==> config.mk <==
export PLATFORM = sky130hd
export DESIGN_NAME = macrocell_slice
export DESIGN_NICKNAME = d
export VERILOG_FILES = /design/src/macrocell_pkg.sv /design/src/control_term.sv /design/src/macrocell_slice.sv
export SDC_FILE = /design/constraint.sdc
export NUM_CORES = 1
export LEC_CHECK = 0
export BUFFER_PORTS_ARGS = -buffer_cell sky130_fd_sc_hd__buf_2
export CORE_MARGIN = 4
export CORE_UTILIZATION = 25
export CTS_CLUSTER_DIAMETER = 30
export DETAILED_ROUTE_END_ITERATION = 8
export GPL_ROUTABILITY_DRIVEN = 0
export PLACE_DENSITY = 0.5
export SLEW_MARGIN = 20
export SYNTH_ARGS = -nofsm -noshare
export SYNTH_HDL_FRONTEND = slang
export SYNTH_HIERARCHICAL = 1
export SYNTH_SLANG_ARGS = --single-unit
==> constraint.sdc <==
create_clock -name clk -period 2.62 [get_ports clk]
set_input_delay 0.131 -clock clk [delete_from_list [all_inputs] [get_ports clk]]
set_output_delay 0.131 -clock clk [all_outputs]
set_load 0.1 [all_outputs]
==> src/macrocell_pkg.sv <==
/*
  Shared constants and types for one configurable logic-cell slice:
  clock choice, control-term counts, output-buffer modes and reset values.
  Assumes a single 200 MHz system clock samples every pin-level input.
*/
package macrocell_pkg;

  // clock sources and control terms
  localparam int NUM_CLOCKS = 4;
  localparam int NUM_TERMS = 6;
  localparam int NUM_OE_TERMS = 4;
  localparam int TERM_SET = 0;
  localparam int TERM_CLEAR = 1;
  localparam int TERM_OE_BASE = 2;

  // pin sampling: three stages, change accepted when second and third agree
  localparam int SYNC_STAGES = 3;
  localparam int NUM_PIN_INPUTS = 6;
  localparam int PIN_SYNC_ZERO = 0;
  localparam int PIN_FLEX_ONE = 1;
  localparam int PIN_FLEX_TWO = 2;
  localparam int PIN_FLEX_THREE = 3;
  localparam int PIN_FLOAT = 4;
  localparam int PIN_IO = 5;

  // width of the routing-array bus into the control terms
  localparam int ROUTE_WIDTH_DEFAULT = 36;

  // values after reset
  localparam logic STATE_RESET = 1'b0;
  localparam logic [SYNC_STAGES-1:0] SYNC_RESET = 3'h0;
  localparam logic FLOAT_N_RESET = 1'b1;
  localparam logic [NUM_CLOCKS-1:0] LEVEL_RESET = 4'h0;

  typedef enum logic [1:0] {
    OE_BY_TERM,
    OE_ALWAYS_ON,
    OE_ALWAYS_OFF
  } oe_mode_t;

  typedef enum logic [1:0] {
    CLK_SYNC_ZERO,
    CLK_FLEX_ONE,
    CLK_FLEX_TWO,
    CLK_FLEX_THREE
  } clk_sel_t;

endpackage : macrocell_pkg

==> src/control_term.sv <==
/*
  One control term: a masked sum term or product term over the routing
  array. Assumes its inputs are already on the system clock.
*/
`timescale 1ns/1ps
module control_term #(
  parameter int WIDTH = 36
) (
  input wire logic [WIDTH-1:0] route_in, // routing-array signals
  input wire logic [WIDTH-1:0] use_mask, // 1 = input takes part in the term
  input wire logic sum_mode, // 1 = sum term, 0 = product term
  output logic term_out // term value
);

  wire logic any_hit;
  wire logic all_hit;
  wire logic none_used;

  assign any_hit = |(route_in & use_mask);
  assign all_hit = &(route_in | ~use_mask);
  // an empty term reads low either way, so an unprogrammed term stays idle
  assign none_used = ~|use_mask;
  assign term_out = none_used ? 1'b0 : (sum_mode ? any_hit : all_hit);

endmodule : control_term

==> src/macrocell_slice.sv <==
/*
  One logic-cell slice: D/T flip-flop with a choice of four clocks and edge,
  control-term preset/clear and output enable, global float pin, and the two
  feedback paths into the routing array.
  Assumes one system clock fast enough to sample every clock pin; clock pins
  are sampled, not used as clocks, and equation clocks are on clk already.
*/
// Behaviour
// - flip-flop works as D type or T type by configuration.
// - flip-flop captures on rising or falling edge of its chosen clock.
// - four clock sources exist and any one can be selected.
// - clocks one to three take an outside pin or an internal equation.
// - control terms a and b drive preset and clear of the flip-flop.
// - preset/clear can be disabled; then both terms are ignored.
// - reset leaves the flip-flop holding zero.
// - any of the four remaining terms can enable the output buffer.
// - output buffer can instead be always enabled or always disabled.
// - global float pin low floats the output regardless of configuration.
// - feedback before the buffer from the cell, after it from the pin.
// - driving a pin enables the buffer and feeds cell logic back.
// - input pin floats the buffer; pin and buried cell both feed back.
// - each of six control terms is a sum or product term.
// - preset and clear act at once, without waiting for a clock edge.
`timescale 1ns/1ps
module macrocell_slice
  import macrocell_pkg::*;
#(
  parameter int ROUTE_WIDTH = macrocell_pkg::ROUTE_WIDTH_DEFAULT
) (
  input wire logic clk, // system clock, 200 MHz
  input wire logic resetn, // asynchronous reset, active low
  input wire logic [ROUTE_WIDTH-1:0] routing_array, // routing-array signals
  input wire logic [macrocell_pkg::NUM_TERMS*ROUTE_WIDTH-1:0] term_mask, // per-term input mask
  input wire logic [macrocell_pkg::NUM_TERMS-1:0] term_sum_mode, // 1 = sum term
  input wire logic sync_clock_zero, // outside clock pin zero
  input wire logic flex_clock_one, // outside clock pin one
  input wire logic flex_clock_two, // outside clock pin two
  input wire logic flex_clock_three, // outside clock pin three
  input wire logic [2:0] flex_from_equation, // 1 = flex clock from equation
  input wire logic [2:0] flex_equation, // equation clocks, on clk
  input wire macrocell_pkg::clk_sel_t clock_select, // which clock source
  input wire logic falling_edge, // 1 = capture on falling edge
  input wire logic toggle_mode, // 1 = T type, 0 = D type
  input wire logic cell_input, // D or T input from the logic arrays
  input wire logic set_clear_enable, // 1 = control terms a/b act
  input wire macrocell_pkg::oe_mode_t oe_mode, // enable source of buffer
  input wire logic [1:0] oe_term_select, // which of the four enable terms
  input wire logic global_float_n, // float pin, low floats all outputs
  input wire logic pin_in, // level seen on the I/O pin
  output logic pin_out, // value driven onto the I/O pin
  output logic pin_oe, // 1 = buffer drives the pin
  output logic cell_feedback, // cell path into the routing array
  output logic pin_feedback, // pin path into the routing array
  output logic cell_state // stored flip-flop bit
);
  import macrocell_pkg::*;

  // three-stage samplers with agreement filter for every pin input
  wire logic [NUM_PIN_INPUTS-1:0] pins_raw;
  logic [SYNC_STAGES-1:0] sync_reg [NUM_PIN_INPUTS];
  logic [NUM_PIN_INPUTS-1:0] filt_reg;

  assign pins_raw = {pin_in, global_float_n, flex_clock_three, flex_clock_two,
                     flex_clock_one, sync_clock_zero};

  genvar gi;
  generate
    for (gi = 0; gi < NUM_PIN_INPUTS; gi++) begin : g_pin_sync
      always_ff @(posedge clk or negedge resetn) begin
        if (!resetn) begin
          sync_reg[gi] <= SYNC_RESET;
        end else begin
          sync_reg[gi] <= {sync_reg[gi][SYNC_STAGES-2:0], pins_raw[gi]};
        end
      end
      // stage one is read only by stage two; filter looks at two and three
      always_ff @(posedge clk or negedge resetn) begin
        if (!resetn) begin
          filt_reg[gi] <= (gi == PIN_FLOAT) ? FLOAT_N_RESET : STATE_RESET;
        end else if (sync_reg[gi][1] == sync_reg[gi][2]) begin
          filt_reg[gi] <= sync_reg[gi][1];
        end
      end
    end
  endgenerate

  // control terms
  logic [NUM_TERMS-1:0] term_val;

  generate
    for (gi = 0; gi < NUM_TERMS; gi++) begin : g_term
      control_term #(
        .WIDTH(ROUTE_WIDTH)
      ) u_term (
        .route_in(routing_array),
        .use_mask(term_mask[gi*ROUTE_WIDTH +: ROUTE_WIDTH]),
        .sum_mode(term_sum_mode[gi]),
        .term_out(term_val[gi])
      );
    end
  endgenerate

  // clock source levels
  wire logic [NUM_CLOCKS-1:0] clock_level;
  wire logic sel_level;
  logic prev_level_reg;
  wire logic active_edge;

  // clock zero has no equation option: only its pin is ever used
  assign clock_level[0] = filt_reg[PIN_SYNC_ZERO];
  generate
    for (gi = 1; gi < NUM_CLOCKS; gi++) begin : g_flex
      // equation clocks already live on clk and skip the samplers
      assign clock_level[gi] = flex_from_equation[gi-1] ? flex_equation[gi-1]
                                                         : filt_reg[gi];
    end
  endgenerate

  assign sel_level = clock_level[clock_select];

  always_ff @(posedge clk or negedge resetn) begin
    if (!resetn) begin
      prev_level_reg <= STATE_RESET;
    end else begin
      prev_level_reg <= sel_level;
    end
  end

  // switching source or edge may see one stray edge; reconfigure when idle
  assign active_edge = falling_edge ? (prev_level_reg & ~sel_level)
                                    : (~prev_level_reg & sel_level);

  // preset / clear
  wire logic do_set;
  wire logic do_clear;

  assign do_set = set_clear_enable & term_val[TERM_SET];
  assign do_clear = set_clear_enable & term_val[TERM_CLEAR];

  // storage element
  logic state_reg;
  logic state_next;
  wire logic captured;

  assign captured = toggle_mode ? (state_reg ^ cell_input) : cell_input;

  // clear wins when both terms are active, so a conflict settles low
  always_comb begin
    if (do_clear) begin
      state_next = 1'b0;
    end else if (do_set) begin
      state_next = 1'b1;
    end else if (active_edge) begin
      state_next = captured;
    end else begin
      state_next = state_reg;
    end
  end

  always_ff @(posedge clk or negedge resetn) begin
    if (!resetn) begin
      state_reg <= STATE_RESET;
    end else begin
      state_reg <= state_next;
    end
  end

  // preset/clear reach the outputs in the same cycle, not at an edge
  wire logic cell_value;
  assign cell_value = do_clear ? 1'b0 : (do_set ? 1'b1 : state_reg);

  // output buffer enable
  wire logic term_enable;
  wire logic buffer_enable;
  wire logic float_n_level;

  assign term_enable = term_val[TERM_OE_BASE + int'(oe_term_select)];
  assign float_n_level = filt_reg[PIN_FLOAT];
  assign buffer_enable = (oe_mode == OE_ALWAYS_ON) ? 1'b1 :
                         (oe_mode == OE_BY_TERM) ? term_enable : 1'b0;

  assign pin_oe = buffer_enable & float_n_level;
  assign pin_out = cell_value;
  assign cell_feedback = cell_value;
  // pin path always follows the pin, driven or not
  assign pin_feedback = filt_reg[PIN_IO];
  assign cell_state = state_reg;

  // checks
  d_capture_a: assert property (
    @(posedge clk) disable iff (!resetn)
    (active_edge && !toggle_mode && !do_set && !do_clear)
      |=> (state_reg == $past(cell_input)))
    else $error("d type did not capture its input");

  t_toggle_a: assert property (
    @(posedge clk) disable iff (!resetn)
    (active_edge && toggle_mode && cell_input && !do_set && !do_clear)
      |=> (state_reg != $past(state_reg)))
    else $error("t type did not invert on active edge");

  t_hold_a: assert property (
    @(posedge clk) disable iff (!resetn)
    (toggle_mode && !cell_input && !do_set && !do_clear) |=> $stable(state_reg))
    else $error("t type changed with input low");

  edge_only_a: assert property (
    @(posedge clk) disable iff (!resetn)
    (!active_edge && !do_set && !do_clear) |=> $stable(state_reg))
    else $error("flip-flop changed without active edge");

  edge_polarity_a: assert property (
    @(posedge clk) disable iff (!resetn)
    active_edge |-> (falling_edge ? $fell(sel_level) : $rose(sel_level)))
    else $error("capture on the wrong clock edge");

  set_now_a: assert property (
    @(posedge clk) disable iff (!resetn)
    (do_set && !do_clear) |-> (cell_feedback ##1 state_reg))
    else $error("preset not applied at once");

  clear_now_a: assert property (
    @(posedge clk) disable iff (!resetn)
    do_clear |-> (!cell_feedback ##1 !state_reg))
    else $error("clear not applied at once");

  sc_disabled_a: assert property (
    @(posedge clk) disable iff (!resetn)
    (!set_clear_enable && !active_edge) |=> $stable(state_reg))
    else $error("disabled preset/clear still acted");

  float_all_a: assert property (
    @(posedge clk) disable iff (!resetn)
    (sync_reg[PIN_FLOAT][2:1] == 2'h0) |=> !pin_oe)
    else $error("output driven while float pin low");

  always_on_a: assert property (
    @(posedge clk) disable iff (!resetn)
    (oe_mode == OE_ALWAYS_ON && float_n_level) |-> pin_oe)
    else $error("always-on buffer not driving");

  always_off_a: assert property (
    @(posedge clk) disable iff (!resetn)
    (oe_mode == OE_ALWAYS_OFF) |-> !pin_oe)
    else $error("always-off buffer driving");

  pin_path_a: assert property (
    @(posedge clk) disable iff (!resetn)
    (sync_reg[PIN_IO][2:1] == 2'h3) |=> pin_feedback)
    else $error("pin path does not follow the pin");

  reset_zero_a: assert property (
    @(posedge clk)
    !resetn |-> (cell_state == STATE_RESET))
    else $error("flip-flop not zero during reset");

  clock_zero_a: assert property (
    @(posedge clk) disable iff (!resetn)
    (clock_select == CLK_SYNC_ZERO) |-> (sel_level == filt_reg[PIN_SYNC_ZERO]))
    else $error("clock zero not taken from its pin");

  eq_one_a: assert property (
    @(posedge clk) disable iff (!resetn)
    (clock_select == CLK_FLEX_ONE && flex_from_equation[0]) |-> (sel_level == flex_equation[0]))
    else $error("clock one not taken from its equation");

  eq_three_a: assert property (
    @(posedge clk) disable iff (!resetn)
    (clock_select == CLK_FLEX_THREE && flex_from_equation[2]) |-> (sel_level == flex_equation[2]))
    else $error("clock three not taken from its equation");

  pin_clock_a: assert property (
    @(posedge clk) disable iff (!resetn)
    (clock_select == CLK_FLEX_TWO && !flex_from_equation[1])
      |-> (sel_level == filt_reg[PIN_FLEX_TWO]))
    else $error("clock two not taken from its pin");

  oe_term_a: assert property (
    @(posedge clk) disable iff (!resetn)
    (oe_mode == OE_BY_TERM && float_n_level)
      |-> (pin_oe == term_val[TERM_OE_BASE + int'(oe_term_select)]))
    else $error("buffer does not follow its enable term");

  oe_unused_a: assert property (
    @(posedge clk) disable iff (!resetn)
    (oe_mode == oe_mode_t'(2'h3)) |-> !pin_oe)
    else $error("unused enable code drives the pin");

  float_on_a: assert property (
    @(posedge clk) disable iff (!resetn)
    (sync_reg[PIN_FLOAT][2:1] == 2'h3) ##1 (oe_mode == OE_ALWAYS_ON) |-> pin_oe)
    else $error("buffer stays floated after float pin high");

  cell_path_a: assert property (
    @(posedge clk) disable iff (!resetn)
    (!do_set && !do_clear) |-> (cell_feedback == state_reg))
    else $error("cell path does not show the stored bit");

  out_match_a: assert property (
    @(posedge clk) disable iff (!resetn)
    pin_oe |-> (pin_out == cell_feedback))
    else $error("driven pin differs from cell path");

  pin_low_a: assert property (
    @(posedge clk) disable iff (!resetn)
    (sync_reg[PIN_IO][2:1] == 2'h0) |=> !pin_feedback)
    else $error("pin path does not follow a low pin");

  glitch_block_a: assert property (
    @(posedge clk) disable iff (!resetn)
    (sync_reg[PIN_IO][2] != sync_reg[PIN_IO][1]) |=> $stable(pin_feedback))
    else $error("pin path moved while samplers disagree");

endmodule : macrocell_slice

==> impl_metrics.csv <==
group,metric,value,unit
outcome,outcome,"completed",
finish,num-fill-cells,1883,
yosys,syn_inst,600,
floorplanning,initial_utilization,0.258,
yosys,synth.distinct_cells,28,
timing,setup_viol,0,
route,antenna_left,0,
yosys,synth.cell_area,0.00431,mm2
timing,drv_slew,0,
route,routed_wl,27400,um
finish,seqCellArea,652,um2
yosys,synth_edf_count,0,
route,firstDrtPassIters,5,
floorplanning,dieArea,0.0194,mm2
timing,fmax,399,MHz
route,wl_per_cell,24.2,um
floorplanning,fp-row-count,47,
timing,period_needed,2.50,ns
finish,layout-drive-gt1-share,0.351,
finish,area_growth,47.0,%
critical_path,worstPathCellList,"buf_2 > nand2b_1 > o2111ai_1 > nor4_1 > a41oi_1 > nor3_1 > mux4_2 > nor2_2 > nor3b_2 > buf_12",
timing,rsz0062_at_grt,"no",
global_routing,first_global_vias,6524,
timing,finalHoldViolCount,0,
place,placed_area,0.00613,mm2
power_and_ir_drop,power_density,317,mW/mm2
finish,layout_common_cells,"buf_2, inv_1, nand2b_1, nor4_1, o22ai_1",
yosys,synth_nets,882,
floorplanning,io_pins,287,
yosys,ys_seq_area_frac,0.151,
global_routing,grt_pass1_wl,39000,um
finish,design_area,0.00633,mm2
yosys,yosysWarnings,6,
critical_path,crit_required,2.49,ns
global_routing,gr-usage-all-layers,0.260,
yosys,ys.flop_type,"dfrtp_1",
critical_path,cpMaxStageDelayCell,"mux4_2",
critical_path,cpPeakStageDelay,0.35,ns
place,io_buffers,286,
route,vias_per_cell,5.93,
route,drcViolationCount,0,
clock_tree,clock_latency,0.26,ns
timing,setup_slack,0.115,ns
timing,tightestPinTransition,0.551,ns
clock_tree,cts_setup_buffers,0,
clock_tree,cts_buffers,3,
route,vias,6717,
clock_tree,clk_path_buf_depth,2,
power_and_ir_drop,power_leakage,3.05,nW
critical_path,critical_path_class,"primary input to primary output",
yosys,avgSynthCellArea,7.18,um2
floorplanning,fp.coreArea,0.0167,mm2
global_routing,grt_overflow,0,
place,hpwl,21700,um
finish,fin_nets,1188,
critical_path,arrival,2.37,ns
timing,fin_crit_sh,0.956,
worst_hold_path,hp-class,"primary input to flip-flop",
route,drt-initial-drc-count,704,
yosys,synthArstFlopShare,1.00,
timing,setup_tns,0,ns
floorplanning,die_y,139,um
timing,max-slew-margin-rel,0.633,
global_routing,antenna_found_initial,11,
yosys,ys_ff_latch,26,
critical_path,cp-start-kind,"primary input",
timing,finalClockSkew,0.00152,ns
clock_tree,cts.clk_slew.worst_paths,0.06,ns
global_routing,grt_max_degree,27,
place,place_ws,0.126,ns
finish,largest_reg_flops,18,
critical_path,critPathMaxFanout,12,
finish,layout_commonest_cell,"buf_2",
power_and_ir_drop,peakVddDrop,0.284,mV
clock_tree,clockRootBuffer,"clkbuf_16",
critical_path,critPathCaptureType,"primary output",
clock_tree,cts.sinks,26,
clock_tree,cts_tree,"done",
clock_tree,htreeDepth,1,
job,drv_cap,0,
floorplanning,die_w,139,um
finish,multiInputGateArea,0.00312,mm2
## synthesized netlist by cell type, types with 12 or more instances
cell type,n,area [um2]
a22o_1,24,210
dfrtp_1,25,626
nand3_1,12,60.1
a22oi_1,49,368
a221oi_1,30,263
nand2b_1,72,450
nor4_1,68,425
inv_1,139,522
nand4_1,24,150
nor3_1,13,65.1
o2111ai_1,24,210
nand2_1,15,56.3
o22ai_1,54,338
## path summary, 6_finish.rpt
kind,start,to,slack (ns),depth (start not counted)
min,clock_select[0],prev_level_reg,0.23,2
max in group asynchronous,resetn,float_n_level,1.84,2
max,routing_array[14],pin_oe,0.12,10
min in group asynchronous,resetn,sync_reg[2],0.41,2
min reg2reg,sync_reg[6],sync_reg[7],0.35,0
max reg2reg,filt_reg[3],cell_state,0.79,5
## critical path, delay by kind of cell
| kind | cells | cell delay, ns |
|---|---|---|
| and+or+nand+nor | 5 | 1.09 |
| buffers and inverters | 2 | 0.51 |
| AOI/OAI and AO/OA | 2 | 0.28 |
| muxes | 1 | 0.35 |
## per-layer routing
metal | part of all wire | global-route usage
met1 | 0.38 | 0.331
met2 | 0.45 | 0.410
met3 | 0.14 | 0.0937
met4 | 0.030 | 0.0834
met5 | 0.0023 | 0
## report_power, final
group	switching (mW)	internal, mW
Combinational	0.690	0.432
Sequential	0.0168	0.434
Clock	0.128	0.304
## per-stage QoR
step                      total power [mW]   util  std cells  hold slack, ns
final                                 2.00  0.379       1133           0.232
after global routing                  2.10  0.379       1131           0.233
after CTS                             1.99  0.377       1125           0.224
after detailed placement              1.54  0.367       1114           0.156
after global placement                1.54  0.367       1114           0.156
after floorplan                      0.932      -        600          -0.165
## cell type report
| cell class | instances | share of cell area |
|---|---|---|
| inverters | 145 | 0.0860 |
| clock inverters | 1 | 0.00474 |
| multi-input cells | 428 | 0.493 |
| diodes | 8 | 0.00316 |
| clock buffers | 3 | 0.0119 |
| well taps | 220 | 0.0435 |
| flip-flops and latches | 26 | 0.103 |
| repair buffers | 302 | 0.255 |
## timing repair
| action | in CTS | in global routing |
|---|---|---|
| hold endpoints to repair | 31 | 0 |
| gates resized for setup | 0 | 2 |
| endpoints found under the setup margin | 0 | 1 |
| hold buffers | 7 | 0 |
## cell families (layout without fill, tap and decap cells)
family,Yosys count,count (layout),share of synthesized area
mux,6,6,0.0206
compound gates,195,195,0.351
xor+xnor,1,1,0.00203
fa+ha+maj,6,6,0.0139
flops,26,26,0.151
simple gates,220,220,0.333
other cells,0,8,0
buf+inv,146,451,0.128
No activity file was read; power rests on OpenSTA's default activity.
